--- src/rtl/timer5_pkg.sv ---
// Shared constants and clock decode tables for the dual 8-bit timer/event counter
package timer5_pkg;

  // ----------------------------------------------------------------
  // Register map (CPU memory addresses)
  // ----------------------------------------------------------------
  localparam logic [15:0] ADDR_PORT_DIR = 16'hFF25;   // Port direction register
  localparam logic [15:0] ADDR_PORT_LATCH = 16'hFF05; // Port output latch
  // Index 0 is the first counter, index 1 the second
  localparam logic [1:0][15:0] ADDR_CSEL = {16'hFF3E, 16'hFF2E};  // Clock select
  localparam logic [1:0][15:0] ADDR_MODE = {16'hFF3F, 16'hFF2F};  // Mode control
  localparam logic [1:0][15:0] ADDR_COUNT = {16'hFF3C, 16'hFF2C}; // Count value
  localparam logic [1:0][15:0] ADDR_CMP = {16'hFF3D, 16'hFF2D};   // Compare value

  // ----------------------------------------------------------------
  // Reset values and limits
  // ----------------------------------------------------------------
  localparam logic [7:0] DIR_RESET = 8'hFF;  // All pins input after reset
  localparam logic [7:0] REG_RESET = 8'h00;  // Other registers clear
  localparam logic [7:0] COUNT_MAX = 8'hFF;  // Last count before overflow
  localparam logic [7:0] UNMAPPED_READ = 8'h00;

  // ----------------------------------------------------------------
  // Mode control field positions
  // ----------------------------------------------------------------
  localparam int BIT_TCE = 7;  // Count enable
  localparam int BIT_PWM = 6;  // PWM mode select
  localparam int BIT_LVS = 3;  // Flop set
  localparam int BIT_LVR = 2;  // Flop reset
  localparam int BIT_LVL = 1;  // Level or toggle
  localparam int BIT_TOE = 0;  // Output enable
  localparam int CSEL_W = 3;   // Used width of clock select

  // ----------------------------------------------------------------
  // Count clock sources
  // ----------------------------------------------------------------
  localparam int NUM_CH = 2;     // Counters in the block
  localparam int DIV_W = 13;     // System clock divider, up to 2^13
  localparam int OSC_DIV_W = 7;  // Internal oscillator divider, 2^7
  localparam int TICK_W = 15;    // Tick k = system clock / 2^k, 14 = osc/128
  localparam logic [2:0] SEL_PIN_FALL = 3'h0;
  localparam logic [2:0] SEL_PIN_RISE = 3'h1;
  // Clock select code to tick index, per counter
  localparam logic [1:0][7:0][3:0] CLK_SRC = {
    {4'hE, 4'hD, 4'hA, 4'h7, 4'h5, 4'h1, 4'h0, 4'h0},
    {4'hD, 4'h8, 4'h6, 4'h4, 4'h2, 4'h1, 4'h0, 4'h0}
  };

endpackage

--- src/rtl/timer5_top.sv ---
// Two 8-bit timer/event counters with port 5 direction and output latch
`timescale 1ns/1ps

// Behaviour
// - Counter is 8 bits, read-only to software
// - Counter steps once per selected count tick
// - Counter cleared by reset, stop, clear-mode match
// - Outside PWM, match raises the interrupt request
// - PWM active at overflow, inactive at match
// - Compare register full range, RW, reset zero
// - First counter clock decode: edges, 2..8192
// - Second counter decode: edges, 2..8192, osc/128
// - Mode bit 7 is count enable
// - Mode bit 6 selects clear-mode or PWM
// - Bits 3:2 set or clear output flop outside PWM
// - Bit 1 toggle enable or PWM polarity
// - Bit 0 gates the timer output
// - Set and reset bits read as zero
// - Stopping in PWM forces output inactive
// - Mode settings reach the pin at once
// - Direction zero drives pin, direction resets to ones
module timer5_top
  import timer5_pkg::*;
(
  input wire logic i_clk,              // System clock, 200 MHz
  input wire logic i_rst_n,            // Synchronous reset, active low
  input wire logic [15:0] i_addr,      // CPU memory address
  input wire logic i_wr,               // Write strobe, one cycle
  input wire logic i_rd,               // Read strobe, one cycle
  input wire logic [7:0] i_wdata,      // Write data
  output logic [7:0] o_rdata,          // Read data, valid cycle after i_rd
  input wire logic i_osc_tick,         // Internal oscillator pulse
  input wire logic [7:0] i_port_in,    // Port pin levels; bits 1:0 are event inputs
  output logic [7:0] o_port_out,       // Port pin drive values
  output logic [7:0] o_port_oe,        // Port pin output enables, high drives
  output logic [1:0] o_compare_match_irq // Compare match interrupt pulses
);

  // ----------------------------------------------------------------
  // State
  // ----------------------------------------------------------------
  typedef struct packed {
    logic [1:0][7:0] count_value;    // Counters
    logic [1:0][7:0] compare_value;  // Compare as written by software
    logic [1:0][7:0] cmp_eff;        // Compare in force (PWM reload buffer)
    logic [1:0][CSEL_W-1:0] csel;    // Clock select codes
    logic [1:0] tce;                 // Count enable bits
    logic [1:0] pwm;                 // PWM mode bits
    logic [1:0] lvl;                 // Level or toggle bits
    logic [1:0] toe;                 // Output enable bits
    logic [1:0] flop;                // Timer output flop
    logic [1:0] pwm_act;             // PWM output flop, 1 = active
    logic [1:0] pin_prev;            // Event pin level last cycle
    logic [1:0] irq;                 // Interrupt pulses
    logic [7:0] dir;                 // Port direction, 1 = input
    logic [7:0] latch;               // Port output latch
    logic [7:0] rdata;               // Read data
    logic [7:0] port_out;            // Pin drive values
    logic [7:0] port_oe;             // Pin output enables
  } state_t;

  state_t q;  // Present state
  state_t d;  // Next state

  logic [TICK_W-1:0] tick;   // Prescaler ticks
  logic [1:0] cnt_tick;      // Selected count clock per counter
  logic [1:0] tout;          // Gated timer output per counter
  logic [1:0] match;         // Counter equals compare in force

  // ----------------------------------------------------------------
  // Prescaler
  // ----------------------------------------------------------------
  timer5_prescaler u_prescaler (
    .i_clk(i_clk),
    .i_rst_n(i_rst_n),
    .i_osc_tick(i_osc_tick),
    .o_tick(tick)
  );

  // ----------------------------------------------------------------
  // Per-counter count clock and output
  // ----------------------------------------------------------------
  // Both counters share one body; only the decode table and addresses differ
  for (genvar g = 0; g < NUM_CH; g++) begin : g_ch
    // Pin edges come straight from synchronous inputs, so no filter is needed
    always_comb begin
      case (q.csel[g])
        SEL_PIN_FALL: cnt_tick[g] = q.pin_prev[g] && !i_port_in[g];
        SEL_PIN_RISE: cnt_tick[g] = !q.pin_prev[g] && i_port_in[g];
        default: cnt_tick[g] = tick[CLK_SRC[g][q.csel[g]]];
      endcase
    end

    assign match[g] = (q.count_value[g] == q.cmp_eff[g]);

    // Mode bits drive the output directly, counting or not
    always_comb begin
      if (!q.toe[g]) begin
        tout[g] = 1'b0;
      end else if (q.pwm[g]) begin
        tout[g] = q.pwm_act[g] ^ q.lvl[g];
      end else begin
        tout[g] = q.flop[g];
      end
    end
  end

  // ----------------------------------------------------------------
  // Next-state logic
  // ----------------------------------------------------------------
  always_comb begin
    d = q;
    d.irq = '0;
    d.pin_prev = i_port_in[1:0];

    // Counters
    for (int i = 0; i < NUM_CH; i++) begin
      if (!q.tce[i]) begin
        // Stopped: hold at zero, PWM output inactive
        d.count_value[i] = REG_RESET;
        d.pwm_act[i] = 1'b0;
        d.cmp_eff[i] = q.compare_value[i];
      end else if (cnt_tick[i]) begin
        if (q.pwm[i]) begin
          // Free running; compare takes effect only at overflow
          d.count_value[i] = q.count_value[i] + 8'h01;
          if (q.count_value[i] == COUNT_MAX) begin
            d.cmp_eff[i] = q.compare_value[i];
            d.pwm_act[i] = (q.compare_value[i] != REG_RESET);
          end else if (q.count_value[i] + 8'h01 == q.cmp_eff[i]) begin
            d.pwm_act[i] = 1'b0;
          end
        end else if (match[i]) begin
          // Clear and start; interval is compare plus one
          d.count_value[i] = REG_RESET;
          d.irq[i] = 1'b1;
          if (q.lvl[i]) begin
            d.flop[i] = !q.flop[i];
          end
        end else begin
          d.count_value[i] = q.count_value[i] + 8'h01;
        end
      end
      // Outside PWM the compare is used as written
      if (!q.pwm[i]) begin
        d.cmp_eff[i] = d.compare_value[i];
      end
    end

    // Register writes
    if (i_wr) begin
      if (i_addr == ADDR_PORT_DIR) begin
        d.dir = i_wdata;
      end
      if (i_addr == ADDR_PORT_LATCH) begin
        d.latch = i_wdata;
      end
      for (int i = 0; i < NUM_CH; i++) begin
        if (i_addr == ADDR_CSEL[i]) begin
          d.csel[i] = i_wdata[CSEL_W-1:0];
        end
        if (i_addr == ADDR_CMP[i]) begin
          d.compare_value[i] = i_wdata;
          if (!q.pwm[i]) begin
            d.cmp_eff[i] = i_wdata;
          end
        end
        if (i_addr == ADDR_MODE[i]) begin
          d.tce[i] = i_wdata[BIT_TCE];
          d.pwm[i] = i_wdata[BIT_PWM];
          d.lvl[i] = i_wdata[BIT_LVL];
          d.toe[i] = i_wdata[BIT_TOE];
          if (!i_wdata[BIT_TCE]) begin
            d.count_value[i] = REG_RESET;
            d.pwm_act[i] = 1'b0;
          end
          // Set/reset act at once and are not stored; 11 leaves the flop
          if (!i_wdata[BIT_PWM]) begin
            case ({i_wdata[BIT_LVS], i_wdata[BIT_LVR]})
              2'b01: d.flop[i] = 1'b0;
              2'b10: d.flop[i] = 1'b1;
              default: d.flop[i] = d.flop[i];
            endcase
          end
        end
        // Count value register ignores writes
      end
    end

    // Register reads
    if (i_rd) begin
      d.rdata = UNMAPPED_READ;
      if (i_addr == ADDR_PORT_DIR) begin
        d.rdata = q.dir;
      end
      if (i_addr == ADDR_PORT_LATCH) begin
        d.rdata = q.latch;
      end
      for (int i = 0; i < NUM_CH; i++) begin
        if (i_addr == ADDR_CSEL[i]) begin
          d.rdata = {5'h00, q.csel[i]};
        end
        if (i_addr == ADDR_MODE[i]) begin
          // Set and reset bits always read back as zero
          d.rdata = {q.tce[i], q.pwm[i], 4'h0, q.lvl[i], q.toe[i]};
        end
        if (i_addr == ADDR_COUNT[i]) begin
          d.rdata = q.count_value[i];
        end
        if (i_addr == ADDR_CMP[i]) begin
          // Returns the written value even before a PWM reload
          d.rdata = q.compare_value[i];
        end
      end
    end

    // Pins: timer output merges with the latch, direction 0 drives
    d.port_out = q.latch;
    d.port_out[1:0] = q.latch[1:0] | tout;
    d.port_oe = ~q.dir;
  end

  // ----------------------------------------------------------------
  // State register
  // ----------------------------------------------------------------
  always_ff @(posedge i_clk) begin
    if (!i_rst_n) begin
      q <= '0;
      q.dir <= DIR_RESET;
      q.port_oe <= ~DIR_RESET;
    end else begin
      q <= d;
    end
  end

  assign o_rdata = q.rdata;
  assign o_port_out = q.port_out;
  assign o_port_oe = q.port_oe;
  assign o_compare_match_irq = q.irq;

  // Per-counter checks; writes are excluded where they may override the counter path
  for (genvar g = 0; g < NUM_CH; g++) begin : g_chk

  end
endmodule

--- src/rtl/timer5_prescaler.sv ---
// Free-running prescaler giving count-clock ticks to both counters
`timescale 1ns/1ps
module timer5_prescaler
  import timer5_pkg::*;
(
  input wire logic i_clk,                // System clock
  input wire logic i_rst_n,              // Synchronous reset, active low
  input wire logic i_osc_tick,           // One pulse per internal oscillator cycle
  output logic [TICK_W-1:0] o_tick       // One-cycle tick pulses
);

  // ----------------------------------------------------------------
  // State
  // ----------------------------------------------------------------
  typedef struct packed {
    logic [DIV_W-1:0] div;      // System clock divider
    logic [OSC_DIV_W-1:0] osc;  // Oscillator divider
    logic [TICK_W-1:0] tick;    // Registered ticks
  } pre_t;

  pre_t q;  // Present state
  pre_t d;  // Next state

  // Ticks 1 to 13 fire when the low k bits of the divider are all ones
  always_comb begin
    d = q;
    d.div = q.div + DIV_W'(1);
    d.tick = '0;
    for (int k = 1; k <= DIV_W; k++) begin
      d.tick[k] = &(q.div | ~DIV_W'((1 << k) - 1));
    end
    if (i_osc_tick) begin
      d.osc = q.osc + OSC_DIV_W'(1);
    end
    d.tick[TICK_W-1] = i_osc_tick && (&q.osc);
  end

  // Register the whole state
  always_ff @(posedge i_clk) begin
    if (!i_rst_n) begin
      q <= '0;
    end else begin
      q <= d;
    end
  end

  assign o_tick = q.tick;

endmodule

--- config.mk ---
export PLATFORM = sky130hd
export DESIGN_NAME = timer5_top
export DESIGN_NICKNAME = d
export VERILOG_FILES = /design/src/rtl/timer5_pkg.sv /design/src/rtl/timer5_top.sv /design/src/rtl/timer5_prescaler.sv
export SDC_FILE = /design/constraint.sdc
export NUM_CORES = 1
export LEC_CHECK = 0
export BUFFER_PORTS_ARGS = -buffer_cell sky130_fd_sc_hd__buf_2
export CAP_MARGIN = 10
export CORE_ASPECT_RATIO = 0.6
export CORE_UTILIZATION = 35
export CTS_CLUSTER_SIZE = 30
export DETAILED_ROUTE_END_ITERATION = 7
export HOLD_SLACK_MARGIN = 0.08
export MAX_ROUTING_LAYER = met4
export PLACE_DENSITY_LB_ADDON = 0.1
export SYNTH_ARGS = -nofsm -noshare
export SYNTH_HDL_FRONTEND = slang
export SYNTH_SLANG_ARGS = --single-unit
--- constraint.sdc ---
create_clock -name i_clk -period 6.9 [get_ports i_clk]
set_clock_uncertainty 0.15 [all_clocks]
set_input_delay 0 -clock i_clk [delete_from_list [all_inputs] [get_ports i_clk]]
set_output_delay 0 -clock i_clk [all_outputs]
set_load 0.005 [all_outputs]
==> metrics.md <==
| Metric | Value |
|---|---|
| Worst setup path category | `reg -> reg` |
| Minimum clock period after layout | `between 3000 and 4000 ps` |
| Total Die Area | `about 0.023 mm2` |
| Leading cell type in the layout, fill and taps excluded | `sky130_fd_sc_hd__dfxtp_1` |
| Sequential Power Share | `~45%` |
| Async set or reset register ratio after synthesis | `0%` |
| Maximum number of pins on one net before global-route repair | `65` |
| Critical-path top delay cell | `sky130_fd_sc_hd__o21ai_1` |
| Crit path setup slack, layout | `slightly below 4000 ps` |
| Net switching power figure | `441 uW` |
| Layout filler cell count | `~2200` |
| Vertical die dimension | `approximately 120 um` |
| Net count after synthesis | `~1000` |
| Netlist area before placement | `around 0.0077 mm2` |
| Comb power frac | `4.3%` |
| Mean routed wirelength per cell | `18.5 um` |
| Initial core utilization | `a little over a third` |
| Total Negative Setup Slacks | `0 ps` |
| Total Wirelength | `approximately 23000 um` |
| Cell class contributing the biggest share of worst-path delay | `compound AO/OA/AOI/OAI gates` |
| Remaining design rule violation count | `0` |
| Layout Nets | `1001` |
| Number of max-cap violations | `0` |
| Clock root cell | `sky130_fd_sc_hd__clkbuf_16` |
| HPWL after detailed placement | `16500 um` |
| Synthesis-to-finish area growth | `13.4%` |
| Proportion of total power due to net switching | `22.4%` |
| Placer's final routability congestion estimate | `around 0.91` |
| Later-pin clock latency in the skew report | `440 ps` |
| Cell internal power dissipation | `1.53 mW` |
| Dominant synthesized flop cell | `sky130_fd_sc_hd__dfxtp_1` |
| Post-synthesis sequential element count | `around 150` |
| TritonCTS clock tree | `done` |
| Max VDD drop | `between 0.00015 and 0.0002 V` |
| Setup repair after global routing missed its margin | `false` |
| Endpoint arrival time on the critical path | `3200 ps` |
| Number of rows in the core area | `41` |
| Result of the run | `finished clean` |
| Number of endpoints failing setup at the final stage | `0` |
| Delay of the slowest cell on the worst path | `~900 ps` |
| Residual overflow from global routing | `0` |
| Count of cells resized by post-cts repair | `0` |
| TritonCTS Buffers | `17` |
| Boundary Pins | `63` |
| Max Fanout on Critical Path | `8` |
| Count of final hold-check violations | `0` |
| Setup crit end kind | `register` |
| CTS clock-pin slew for the worst setup and hold paths | `around 60 ps` |
| Overall power consumption | `around 2.0 mW` |
| Worst max-slew margin expressed relative to the limit | `between 20% and 30%` |
| Reg-to-reg slack, setup | `3860 ps` |
| Fmax | `about 330 MHz` |
| Synthesized area per cell | `about 8 um2` |
| Final antenna-violating net count | `0` |
| Critical path data required time | `7060 ps` |
| Number of flops mapped to enable cells by yosys | `0` |
| Iteration-0 DRC Markers | `516` |
| Proportion of synthesized chip area in sequential cells | `39.4%` |
| Post-CTS Setup Inserts | `0` |
| Part of the power in the clock network | `approximately half` |
| Pleak | `approximately 3.4 nW` |
| First-pass GRT wire length | `between 30000 and 40000 um` |
| Number of H-tree branching levels | `4` |
| Crit-path cells | `ha_1, and3_1, and4_1, o221ai_1, o21ai_1, mux2i_1, a21oi_1` |
| Worst setup path start | `q[102]` |
| Vias post-DR | `between 6000 and 7000` |
| Yosys warning total | `0` |
| Proportion of layout cells with a drive suffix above 1 | `11.5%` |
| Distinct cells, synth | `73` |
| Final Slew Violations | `0` |
| Worst reg2reg path startpoint | `q[102]` |
| Placeable Area | `around 0.021 mm2` |
| Die extent in x | `approximately 190 um` |
| Number of buffers inserted for hold repair after clock tree synthesis | `17` |
| Final Util | `41.1%` |
| Setup slack at placement | `~4000 ps` |
| Port buffer count | `56` |
| Launch point of the worst hold path | `i_addr[5]` |
| Total power density per cell area | `between 200 and 250 mW/mm2` |
| Antenna violations before repair | `1` |
| Pre-antenna DRT Iters | `5` |
| Total buffers and inverters traversed by the critical path | `0` |
| Via density per instance | `between 5 and 6` |
| Tcrit/Tclk final | `between 40% and 50%` |
| Sink count of the clock tree | `between 150 and 200` |
| Number of cells produced by synthesis | `around 940` |
| Crit start category | `register` |
| Most frequent cells in the layout | `sky130_fd_sc_hd__dfxtp_1, sky130_fd_sc_hd__nand2_1, sky130_fd_sc_hd__a21oi_1` |
| Vias in the first global route | `just over 6000` |
| Hold Path Class | `in -> reg` |
| Transition time at the pin with the least slew margin | `1170 ps` |
| GRT Total Usage | `approximately 22%` |
| Maximum clock insertion buffer count | `2` |
-- worst min-delay path, cell delays in order --
cell                       delay, ps
sky130_fd_sc_hd__buf_2           110
sky130_fd_sc_hd__or4_1           100
sky130_fd_sc_hd__a32oi_1         100
sky130_fd_sc_hd__o22ai_1         150
sky130_fd_sc_hd__a221oi_1         60
sky130_fd_sc_hd__o21ai_0         120
-- cells in the mapped netlist, types with 6 or more instances --
cell	count	area share [%]
sky130_fd_sc_hd__a21oi_1	85	5.5
sky130_fd_sc_hd__a31oi_1	7	0.57
sky130_fd_sc_hd__and2_1	31	2.5
sky130_fd_sc_hd__and3_1	16	1.3
sky130_fd_sc_hd__and4_1	6	0.68
sky130_fd_sc_hd__buf_2	9	0.58
sky130_fd_sc_hd__buf_4	26	2.5
sky130_fd_sc_hd__clkbuf_1	43	2.1
sky130_fd_sc_hd__dfxtp_1	152	39
sky130_fd_sc_hd__ha_1	8	1.3
sky130_fd_sc_hd__inv_1	15	0.73
sky130_fd_sc_hd__mux2i_1	36	4.7
sky130_fd_sc_hd__nand2_1	113	5.5
sky130_fd_sc_hd__nand2b_1	9	0.73
sky130_fd_sc_hd__nand3_1	48	3.1
sky130_fd_sc_hd__nand4_1	11	0.89
sky130_fd_sc_hd__nor2_1	75	3.6
sky130_fd_sc_hd__nor2b_1	11	0.89
sky130_fd_sc_hd__nor3_1	15	0.97
sky130_fd_sc_hd__nor3b_1	7	0.68
sky130_fd_sc_hd__nor4_1	11	0.89
sky130_fd_sc_hd__o211ai_1	6	0.58
sky130_fd_sc_hd__o21a_1	6	0.58
sky130_fd_sc_hd__o21ai_0	47	3.0
sky130_fd_sc_hd__o22ai_1	14	1.1
sky130_fd_sc_hd__or3_1	11	0.89
sky130_fd_sc_hd__xnor2_1	17	1.9
sky130_fd_sc_hd__xor2_1	25	2.8
-- sequential cells by signal (all words and copies together) (netlist names), 2 cells and up, named ones only --
signal / cells
o_compare_match_irq: 2
o_port_oe: 8
o_port_out: 8
u_prescaler.o_tick: 14
q: 78
o_rdata: 8
u_prescaler.q: 19
d: 6
-- stage by stage --
stage          instances  hold WS (ps)  area, um2
2_1_floorplan        942         -28.3       7720
3_3_place_gp        1199          84.6       7950
3_5_place_dp        1199          83.8       7950
4_1_cts             1247          91.1       8750
5_1_grt             1248           149       8750
6_report            1248          96.1       8750
-- cells by family after synthesis --
logic type / share of synthesized area [%]
AOI/OAI and AO/OA: 16.7
xor gates and xnor gates: 4.77
adders and majority gates: 1.30
buffers and inverters: 6.42
DFF: 39.4
muxes: 5.84
and+or+nand+nor: 25.5
-- worst paths after layout --
| path | cells past startpoint | end |
|---|---|---|
| setup / recovery | 7 | q[72] |
| hold / removal | 6 | o_rdata[7] |
| setup reg to reg | 7 | q[72] |
| hold reg to reg | 1 | o_port_oe[3] |
-- routing by layer --
| metal | track usage [%] | wire length, um |
|---|---|---|
| met5 | - | 0 |
| met4 | 6.35 | 268 |
| met1 | 33.0 | 12600 |
| met3 | 5.16 | 1670 |
| met2 | 27.6 | 8520 |
-- power by group through the flow --
stage	logic (mW)	registers (mW)	clock network, mW
global placement	0.0782	0.904	0
CTS	0.0855	0.885	1.03
floorplan	0.0468	0.904	0
global route	0.0940	0.885	1.06
detailed placement	0.0776	0.904	0
finish	0.0858	0.885	1.00
-- final cells by class --
type	instances	area, um2	share of cell area, %
multi-input cells	691	4190	47.8
flip-flops and latches	152	3040	34.8
repair buffers	77	480	5.49
clock buffers	20	457	5.22
well taps	279	349	3.99
clock inverters	11	171	1.96
inverters	17	63.8	0.729
diodes	1	2.50	0.0286
(Power assumes the default switching activity.)
